[config.mk]
export PLATFORM = sky130hd
export DESIGN_NAME = echo_canceller_group_control
export DESIGN_NICKNAME = d
export VERILOG_FILES = /design/src/design/ecg_pkg.sv /design/src/design/echo_canceller_group_control.sv
export SDC_FILE = /design/constraint.sdc
export NUM_CORES = 1
export LEC_CHECK = 0
export BUFFER_PORTS_ARGS = -buffer_cell sky130_fd_sc_hd__buf_2
export CAP_MARGIN = 20
export CORE_MARGIN = 2
export CORE_UTILIZATION = 57
export CTS_CLUSTER_DIAMETER = 30
export DETAILED_ROUTE_END_ITERATION = 6
export GPL_TIMING_DRIVEN = 0
export PLACE_DENSITY = 0.86
export RECOVER_POWER = 100
export SETUP_SLACK_MARGIN = 0.1
export SLEW_MARGIN = 20
export SYNTH_ARGS = -nofsm -noshare
export SYNTH_HDL_FRONTEND = slang
export SYNTH_SLANG_ARGS = --single-unit
[constraint.sdc]
create_clock -name pclk -period 4.5 [get_ports pclk]
set_input_delay 0.45 -clock pclk [delete_from_list [all_inputs] [get_ports pclk]]
set_output_delay 0.45 -clock pclk [all_outputs]
set_load 0.03 [all_outputs]
[src/design/ecg_pkg.sv]
package ecg_pkg;
  // register indices; byte address is four times the index
  localparam int IDX_W = 6;
  localparam logic [4:0] REG_CR1 = 5'h00;
  localparam logic [4:0] REG_CR2 = 5'h01;
  localparam logic [4:0] REG_STAT = 5'h02;
  localparam logic [4:0] REG_CR3 = 5'h08;
  localparam logic [4:0] REG_NSCL = 5'h0A;
  localparam logic [4:0] REG_NCTL = 5'h0B;
  localparam logic [4:0] REG_GAIN = 5'h1C;
  localparam int B_SEL_BIT = 5; // index bit that selects canceller_b
  // control register 1 fields
  localparam int CR1_EXT = 0;
  localparam int CR1_BTB = 1;
  localparam int CR1_PAD = 2;
  localparam int CR1_BYP = 3;
  localparam int CR1_ADIS = 4;
  // control register 2 fields
  localparam int CR2_PHASE_CHECK_DISABLE = 0;
  localparam int CR2_AUTO = 1;
  localparam int CR2_NARROWBAND_DISABLE = 2;
  localparam int CR2_HPDIS = 3;
  localparam int CR2_FMT = 4; // two bits: pcm coding
  // control register 3 fields
  localparam int CR3_SEL = 0;
  localparam int CR3_INJ = 1;
  localparam int CR3_G1 = 2;
  localparam int CR3_G2 = 3;
  localparam int CR3_RING = 4;
  // status fields
  localparam int ST_FLAG = 0;
  localparam int ST_RIN = 1;
  localparam int ST_SIN = 2;
  // reset values
  localparam logic [7:0] CR1_RST = 8'h00;
  localparam logic [7:0] CR2_RST = 8'h00;
  localparam logic [7:0] CR3_RST = 8'h0F;
  localparam logic [7:0] NSCL_RST = 8'h16;
  localparam logic [3:0] NINC_RST = 4'h5;
  localparam logic [2:0] GAIN_0DB = 3'h3; // codes 0..7 = +9..-12 dB
  localparam logic [2:0] GAIN_M12 = 3'h7;
  localparam logic [15:0] GAIN_RST = 16'h3333;
  // pcm coding and quiet code
  localparam logic [1:0] FMT_LIN = 2'h0;
  localparam logic [1:0] FMT_SM = 2'h1;
  localparam logic [1:0] FMT_MU = 2'h2;
  localparam logic [1:0] FMT_A = 2'h3;
  localparam logic [15:0] QUIET_LIN = 16'h0000;
  localparam logic [15:0] QUIET_SM = 16'h0080;
  localparam logic [15:0] QUIET_MU = 16'h00FF;
  localparam logic [15:0] QUIET_A = 16'h00D5;
  // tone timing, in frames of the 8 kHz frame tick
  localparam int FRAME_HZ = 8000;
  localparam int PLAIN_MS = 400;
  localparam int PHASE_MS = 1000;
  localparam int RELEASE_MS = 400;
  localparam int PLAIN_FR = PLAIN_MS * FRAME_HZ / 1000;
  localparam int PHASE_FR = PHASE_MS * FRAME_HZ / 1000;
  localparam int RELEASE_FR = RELEASE_MS * FRAME_HZ / 1000;

  typedef struct packed {
    logic [15:0] rcv; // receive direction sample
    logic [15:0] snd; // send direction sample
  } pcm_s;

  typedef struct packed {
    logic suppressor_select;
    logic injection_control;
    logic [3:0] ramp_increment;
    logic [7:0] noise_scaling;
    logic echo_noise_guard;
    logic doubletalk_noise_guard;
    logic ring_clear;
    logic narrowband_enable;
    logic highpass_enable;
    logic adapt_enable;
    logic coef_clear;
    logic cascade;
    logic back_to_back;
    logic [2:0] gain_rin;
    logic [2:0] gain_rout;
    logic [2:0] gain_sin;
    logic [2:0] gain_sout;
  } ctrl_s;
endpackage : ecg_pkg

[src/design/echo_canceller_group_control.sv]
// Chosen here: the APB register port and the register addresses.
`timescale 1ns/1ps

////////////////////////////////////////////////////////////////////////////////
// one disable-tone detector; tone, reversal and quiet inputs come from the analysis core on pclk, plain_mode from CR2
module tone_detector #(
  parameter int PLAIN_FR = 3200,
  parameter int PHASE_FR = 8000,
  parameter int REL_FR = 3200,
  parameter int CW = 14
) (
  input wire logic pclk,
  input wire logic presetn,
  input wire logic frame_tick,
  input wire logic tone_present,
  input wire logic phase_reversal,
  input wire logic quiet,
  input wire logic plain_mode,
  output logic flag,
  output logic detect,
  output logic release_ev
);
  typedef enum logic [1:0] {IDLE, TONE, HELD} tstate_e;
  tstate_e state_q;
  logic [CW-1:0] cnt_q;
  logic rev_q;
  logic met;

  // plain mode ignores reversals; phase mode needs one plus the long run
  assign met = plain_mode ? (cnt_q >= CW'(PLAIN_FR - 1))
             : (cnt_q >= CW'(PHASE_FR - 1)) && rev_q;

  // state and duration count, advanced once per frame
  always_ff @(posedge pclk or negedge presetn) begin
    if (!presetn) begin
      state_q <= IDLE;
      cnt_q <= '0;
    end else begin
      case (state_q)
        IDLE: begin
          cnt_q <= '0;
          if (frame_tick && tone_present) begin
            state_q <= TONE;
          end
        end
        TONE: begin
          if (frame_tick) begin
            if (!tone_present) begin
              state_q <= IDLE;
            end else if (met) begin
              state_q <= HELD;
              cnt_q <= '0;
            end else begin
              cnt_q <= cnt_q + 1'b1;
            end
          end
        end
        HELD: begin
          // held without tone; any loud frame restarts the quiet run
          if (frame_tick) begin
            if (!quiet) begin
              cnt_q <= '0;
            end else if (cnt_q >= CW'(REL_FR - 1)) begin
              state_q <= IDLE;
              cnt_q <= '0;
            end else begin
              cnt_q <= cnt_q + 1'b1;
            end
          end
        end
        default: state_q <= IDLE;
      endcase
    end
  end

  // reversal seen during the current tone run; pulses may fall between ticks
  always_ff @(posedge pclk or negedge presetn) begin
    if (!presetn) begin
      rev_q <= 1'b0;
    end else if (state_q != TONE) begin
      rev_q <= 1'b0;
    end else if (phase_reversal) begin
      rev_q <= 1'b1;
    end
  end

  assign flag = (state_q == HELD);
  assign detect = (state_q == TONE) && frame_tick && tone_present && met;
  assign release_ev = (state_q == HELD) && frame_tick && quiet
                      && (cnt_q >= CW'(REL_FR - 1));
endmodule : tone_detector

////////////////////////////////////////////////////////////////////////////////
module echo_canceller_group_control #(
  parameter int PLAIN_FRAMES = ecg_pkg::PLAIN_FR,
  parameter int PHASE_FRAMES = ecg_pkg::PHASE_FR,
  parameter int RELEASE_FRAMES = ecg_pkg::RELEASE_FR
) (
  input wire logic pclk,
  input wire logic presetn,
  input wire logic psel,
  input wire logic penable,
  input wire logic pwrite,
  input wire logic [7:0] paddr,
  input wire logic [31:0] pwdata,
  output logic [31:0] prdata,
  output logic pready,
  output logic pslverr,
  input wire logic frame_tick,
  input wire ecg_pkg::pcm_s [1:0] pcm_in,
  input wire ecg_pkg::pcm_s [1:0] core_out,
  input wire logic [3:0] tone_present,
  input wire logic [3:0] phase_reversal,
  input wire logic [3:0] quiet_level,
  input wire logic [1:0] narrowband_present,
  output ecg_pkg::ctrl_s [1:0] ctrl,
  output ecg_pkg::pcm_s [1:0] pcm_out,
  output logic irq_n
);
  import ecg_pkg::*;

  logic [7:0] cr1_q [2];
  logic [7:0] cr2_q [2];
  logic [7:0] cr3_q [2];
  logic [7:0] nscl_q [2];
  logic [3:0] ninc_q [2];
  logic [15:0] gain_q [2];
  logic [3:0] flag;
  logic [3:0] det;
  logic [3:0] rel;
  logic irq_pend_q;
  logic [IDX_W-1:0] idx;
  logic sel_b;
  logic [4:0] reg_idx;
  logic mapped;
  logic wr_en;
  logic rd_setup;
  logic [31:0] rd_d;
  logic ext_mode;
  logic btb_mode;
  logic [1:0] byp;
  logic [15:0] quiet [2];

  //////////////////////////////////////////////////////////////////////////////
  // apb decode: zero wait states, unaligned or unmapped gives pslverr
  assign idx = paddr[7:2];
  assign sel_b = idx[B_SEL_BIT];
  assign reg_idx = idx[4:0];
  always_comb begin
    case (reg_idx)
      REG_CR1, REG_CR2, REG_STAT, REG_CR3,
      REG_NSCL, REG_NCTL, REG_GAIN: mapped = (paddr[1:0] == 2'h0);
      default: mapped = 1'b0;
    endcase
  end
  assign pready = 1'b1;
  assign pslverr = psel && penable && !mapped;
  assign wr_en = psel && penable && pwrite && mapped;
  assign rd_setup = psel && !penable && !pwrite;

  // read data captured in setup so it is a flop by the access phase
  always_comb begin
    rd_d = 32'h0000_0000;
    case (reg_idx)
      REG_CR1: rd_d[7:0] = cr1_q[sel_b];
      REG_CR2: rd_d[7:0] = cr2_q[sel_b];
      REG_STAT: begin
        rd_d[ST_FLAG] = flag[2*sel_b] | flag[2*sel_b+1];
        rd_d[ST_RIN] = flag[2*sel_b];
        rd_d[ST_SIN] = flag[2*sel_b+1];
      end
      REG_CR3: rd_d[7:0] = cr3_q[sel_b];
      REG_NSCL: rd_d[7:0] = nscl_q[sel_b];
      REG_NCTL: rd_d[3:0] = ninc_q[sel_b];
      REG_GAIN: rd_d[15:0] = gain_q[sel_b];
      default: rd_d = 32'h0000_0000;
    endcase
  end

  always_ff @(posedge pclk or negedge presetn) begin
    if (!presetn) begin
      prdata <= 32'h0000_0000;
    end else if (rd_setup) begin
      prdata <= mapped ? rd_d : 32'h0000_0000;
    end
  end

  //////////////////////////////////////////////////////////////////////////////
  // control registers, one set per canceller
  always_ff @(posedge pclk or negedge presetn) begin
    if (!presetn) begin
      for (int c = 0; c < 2; c++) begin
        cr1_q[c] <= CR1_RST;
        cr2_q[c] <= CR2_RST;
        cr3_q[c] <= CR3_RST;
        nscl_q[c] <= NSCL_RST;
        ninc_q[c] <= NINC_RST;
        gain_q[c] <= GAIN_RST;
      end
    end else if (wr_en) begin
      case (reg_idx)
        // canceller_b has no extended delay bit; it always reads zero
        REG_CR1: begin
          cr1_q[sel_b] <= pwdata[7:0];
          if (sel_b) begin
            cr1_q[1][CR1_EXT] <= 1'b0;
          end
        end
        REG_CR2: cr2_q[sel_b] <= pwdata[7:0];
        REG_CR3: cr3_q[sel_b] <= pwdata[7:0];
        REG_NSCL: nscl_q[sel_b] <= pwdata[7:0];
        REG_NCTL: ninc_q[sel_b] <= pwdata[3:0];
        REG_GAIN: gain_q[sel_b] <= pwdata[15:0];
        default: ;
      endcase
    end
  end

  //////////////////////////////////////////////////////////////////////////////
  // four tone detectors: index 2*canceller + 0 receive, + 1 send
  for (genvar i = 0; i < 4; i++) begin : g_td
    tone_detector #(
      .PLAIN_FR(PLAIN_FRAMES),
      .PHASE_FR(PHASE_FRAMES),
      .REL_FR(RELEASE_FRAMES),
      .CW(14)
    ) u_td (
      .pclk(pclk),
      .presetn(presetn),
      .frame_tick(frame_tick),
      .tone_present(tone_present[i]),
      .phase_reversal(phase_reversal[i]),
      .quiet(quiet_level[2*(i/2)] && quiet_level[2*(i/2)+1]),
      .plain_mode(cr2_q[i/2][CR2_PHASE_CHECK_DISABLE]),
      .flag(flag[i]),
      .detect(det[i]),
      .release_ev(rel[i])
    );
  end

  // interrupt pending until a status read; a new event beats the clear
  always_ff @(posedge pclk or negedge presetn) begin
    if (!presetn) begin
      irq_pend_q <= 1'b0;
    end else if (|det || |rel) begin
      irq_pend_q <= 1'b1;
    end else if (psel && penable && !pwrite && reg_idx == REG_STAT) begin
      irq_pend_q <= 1'b0;
    end
  end
  assign irq_n = !irq_pend_q;

  //////////////////////////////////////////////////////////////////////////////
  // group configuration and per-canceller functional state
  assign ext_mode = cr1_q[0][CR1_EXT];
  assign btb_mode = cr1_q[0][CR1_BTB] && cr1_q[1][CR1_BTB];

  always_comb begin
    for (int c = 0; c < 2; c++) begin
      // host bypass, or detector bypass when automatic mode is on
      byp[c] = cr1_q[c][CR1_BYP]
             || (cr2_q[c][CR2_AUTO] && (flag[2*c] || flag[2*c+1]));
      case (cr2_q[c][CR2_FMT+:2])
        FMT_LIN: quiet[c] = QUIET_LIN;
        FMT_SM: quiet[c] = QUIET_SM;
        FMT_MU: quiet[c] = QUIET_MU;
        FMT_A: quiet[c] = QUIET_A;
        default: quiet[c] = QUIET_LIN;
      endcase
    end
  end

  // control bundle to the filter core
  always_comb begin
    for (int c = 0; c < 2; c++) begin
      ctrl[c].suppressor_select = cr3_q[c][CR3_SEL];
      ctrl[c].injection_control = cr3_q[c][CR3_INJ];
      ctrl[c].ramp_increment = ninc_q[c];
      ctrl[c].noise_scaling = nscl_q[c];
      ctrl[c].echo_noise_guard = cr3_q[c][CR3_G1];
      ctrl[c].doubletalk_noise_guard = cr3_q[c][CR3_G2];
      ctrl[c].ring_clear = cr3_q[c][CR3_RING];
      // narrowband detector runs in every state unless disabled
      ctrl[c].narrowband_enable = !cr2_q[c][CR2_NARROWBAND_DISABLE];
      ctrl[c].highpass_enable = !cr2_q[c][CR2_HPDIS];
      ctrl[c].adapt_enable = !byp[c] && !cr1_q[c][CR1_ADIS]
        && !(narrowband_present[c] && !cr2_q[c][CR2_NARROWBAND_DISABLE]);
      ctrl[c].coef_clear = byp[c];
      // b follows a as one 128 ms tail; else parallel 64 ms each
      ctrl[c].cascade = ext_mode;
      ctrl[c].back_to_back = btb_mode;
      ctrl[c].gain_rin = cr1_q[c][CR1_PAD] ? GAIN_M12 : gain_q[c][2:0];
      ctrl[c].gain_rout = gain_q[c][6:4];
      ctrl[c].gain_sin = gain_q[c][10:8];
      ctrl[c].gain_sout = gain_q[c][14:12];
    end
  end

  //////////////////////////////////////////////////////////////////////////////
  // output samples, updated once per frame
  always_ff @(posedge pclk or negedge presetn) begin
    if (!presetn) begin
      pcm_out <= '0;
    end else if (frame_tick) begin
      for (int c = 0; c < 2; c++) begin
        if (c == 1 && (ext_mode || btb_mode)) begin
          // canceller_b timeslot is unused in the combined modes
          pcm_out[c].rcv <= quiet[0];
          pcm_out[c].snd <= quiet[0];
        end else if (byp[c]) begin
          pcm_out[c] <= pcm_in[c];
        end else begin
          pcm_out[c] <= core_out[c];
        end
      end
    end
  end
endmodule : echo_canceller_group_control

==> results.cfg <==
[outcome]
status = finished, violations left
violations = max-capacitance violations, max-slew violations

[logic_synthesis]
netlist_area_mm2 = 0.0132
seq_area_frac_synth_pct = 48.4
ys_types = 80
ys_warn_count = 0
synthCells = 1241
synth-seq-cells = 253
ys_top_cells_by_area = dfrtp_1 42%, mux2_2 8.4%, dfstp_2 6.8%
synth_area_leader_cell = dfrtp_1
ys_async_sr_fraction_pct = 100
synth_edf_count = 0
synth_top_area_share_pct = 41.7
synth.avg_cell_area_um2 = 10.6
synth_ff_type = dfrtp_1

[floorplan]
die_y_um = 156
core-area_mm2 = 0.0226
die_x_um = 156
num_io_pins = 357
start_util_pct = 58.1
dieArea_mm2 = 0.0243
row_count = 55

[global_routing]
overflow = 0
grtUsageTotal_pct = 33.4
grt_pass1_wl_um = 63300
grt_pass1_vias = 11840
grt_max_degree = 101
antenna_found_initial = 1

[final_layout]
design_area_mm2 = 0.0168
fin_nets = 1842
num_antenna_cells = 0
mostFrequentLayoutCells = 219 x dfrtp_1, 218 x clkbuf_1, 166 x buf_2
final_common_cell = dfrtp_1
fillers = 1654
area_growth_pct = 27.5
drive_gt1_share_pct = 26.6

[detailed_routing]
drtIter0Drc = 976
detail_route.vias_per_cell = 6.02
vias = 11833
drc = 0
routed_wl_um = 41600
first_pass_iters = 6
wl_per_cell_um = 21.2
postRouteAntennaNets = 0

[setup_path]
critical_path_class = flip-flop to output port
required_ns = 4.05
path_max_fanout = 10
worstRegToRegCells = 10
r2r_start = g_td[2].u_td.state_q[0]$_DFFE_PN0P_
ff2ff_setup_slack_ns = 0.58
start_kind = flip-flop
crit_path_end_kind = output port
worstPathArrival_ns = 3.82
timing.rr.end = g_td[2].u_td.cnt_q[9]$_DFFE_PN0P_

[min_path]
min-delay-start = phase_reversal[3]
hold_depth = 2
hold_class = input pin to flip-flop
hold_path_end = g_td[3].u_td.rev_q$_DFFE_PN0P_

[pwr]
leakage_nw = 8.22
power_frac_comb_pct = 14.1
p_sw_mw = 2.11
power.density_mw_per_mm2 = 450
p_int_mw = 5.44
swShare_pct = 27.9
power_mw = 7.55
irDropWorstVdd_mv = 0.291
pwr-share-clk_pct = 52.7
pwr-share-seq_pct = 33.2

[timing]
slew_violations = 72
period_needed_ns = 4.27
setup_tns_ns = 0
period_share_pct = 94.9
finalHoldViolations = 0
worst_pin_slew_ns = 3.36
setup_viol = 0
rsz0062_at_grt = no
fmax_mhz = 234
finClkSkew_ns = 0.0299
slew_headroom_pct = -124

[cts]
hold_buffers = 1
cts_root_buf = clkbuf_16
clkSlewWorstSetupHoldPaths_ns = 0.04
clock-sinks = 253
cts_buffers = 55
cts_tree = done
cts_resized = 0
clk_path_buf_depth = 3
h-tree-depth = 2
clk_latency_ns = 0.57
post-cts-setup-buffers = 0

[placement]
hpwl_um = 28700
io_buffers = 318
gp_congestion = 0.901
placed_area_mm2 = 0.0152

[run]
maxCapViolCount = 1
metrics by stage:
step	setup slack, ns	hold slack, ns	cells	util, %
after CTS	0.371	0.107	1965	75.5
final	0.228	0.120	1965	74.1
after global placement	-1.46	0.457	1859	67.0
after floorplan	1.33	0.154	1256	-
after global routing	0.170	0.123	1965	74.1
after detailed placement	0.988	0.457	1861	67.3
worst max-delay path, stage by stage (launching register included):
cell	delay (ns)
dfrtp_1	0.40
inv_1	0.09
ha_1	0.28
or2_2	0.34
a21oi_1	0.66
clkinv_1	0.52
clkbuf_1	0.41
a211oi_1	0.31
clkbuf_2	0.26
per-layer routing:
metal | wire length [um] | up-vias | share of wire (%) | GRT usage, %
met2 | 20300 | 645 | 49 | 56.0
met1 | 15600 | 5723 | 38 | 40.5
met4 | 2320 | 0 | 5.6 | 18.3
met5 | 0 | - | 0 | 0
met3 | 3320 | 171 | 8.0 | 7.08
li1 | - | 5294 | - | -
final cells by class:
cell class / count / area (um2) / share of cell area [%]
plain buffers: 108 / 591 / 3.52
clock buffers: 82 / 1580 / 9.40
clock inverters: 21 / 268 / 1.60
inverters: 31 / 116 / 0.693
multi-input cells: 864 / 6020 / 35.9
flip-flops and latches: 253 / 6370 / 38.0
well taps: 285 / 357 / 2.13
repair buffers: 321 / 1480 / 8.79
synthesized netlist by cell type (13+ instances only):
master,instances
clkbuf_1,35
nor3_1,13
buf_4,49
dfrtp_1,219
and3_1,21
a21o_1,16
nand2_1,107
dfstp_2,34
o2bb2ai_1,16
inv_1,29
nand2b_1,16
mux2_2,98
nor2_1,86
a21oi_1,72
ha_1,20
o21ai_0,32
mux2i_1,89
a31oi_1,30
o22ai_1,16
a311oi_1,15
nand3_1,39
flip-flops by register name (all words and copies together) (netlist names):
register,cells
prdata,16
g_td.u_td.state_q,8
cr2_q,16
g_td.u_td.cnt_q,56
cr1_q,15
gain_q,14
pcm_out,64
cr3_q,6
g_td.u_td.rev_q,4
ctrl,53
irq_pend_q,1
power groups by stage:
stage / Combinational, mW / Clock [mW] / Sequential (mW)
2_1_floorplan: 0.591 / 0 / 2.62
3_3_place_gp: 1.02 / 0 / 2.52
3_5_place_dp: 1.08 / 0 / 2.53
4_1_cts: 1.09 / 4.00 / 2.50
5_1_grt: 1.16 / 4.12 / 2.52
6_report: 1.07 / 3.98 / 2.50
worst max-delay path by stage:
stage                                         from                            endpoint  depth (start not counted)
5_1_grt        g_td[2].u_td.state_q[0]$_DFFE_PN0P_                            ctrl[50]                          8
3_3_place_gp                               presetn  g_td[2].u_td.cnt_q[10]$_DFFE_PN0P_                          1
6_report       g_td[2].u_td.state_q[0]$_DFFE_PN0P_                            ctrl[50]                          8
2_1_floorplan  g_td[2].u_td.state_q[0]$_DFFE_PN0P_                            ctrl[50]                          7
4_1_cts        g_td[2].u_td.state_q[0]$_DFFE_PN0P_                            ctrl[50]                          8
3_5_place_dp   g_td[2].u_td.state_q[0]$_DFFE_PN0P_                            ctrl[50]                          8
kinds of logic after synthesis:
group                    Yosys count  synth area share (%)
AND/OR/NAND/NOR                  344                  12.9
XOR/XNOR                          11                 0.732
other                              2                0.0571
flip-flops                       253                  48.4
buffers and inverters            139                  5.61
AO/OA/AOI/OAI                    275                  14.4
adder cells (fa/ha/maj)           20                  1.90
multiplexers                     197                  16.0
Power figures use the tool's default switching activity.
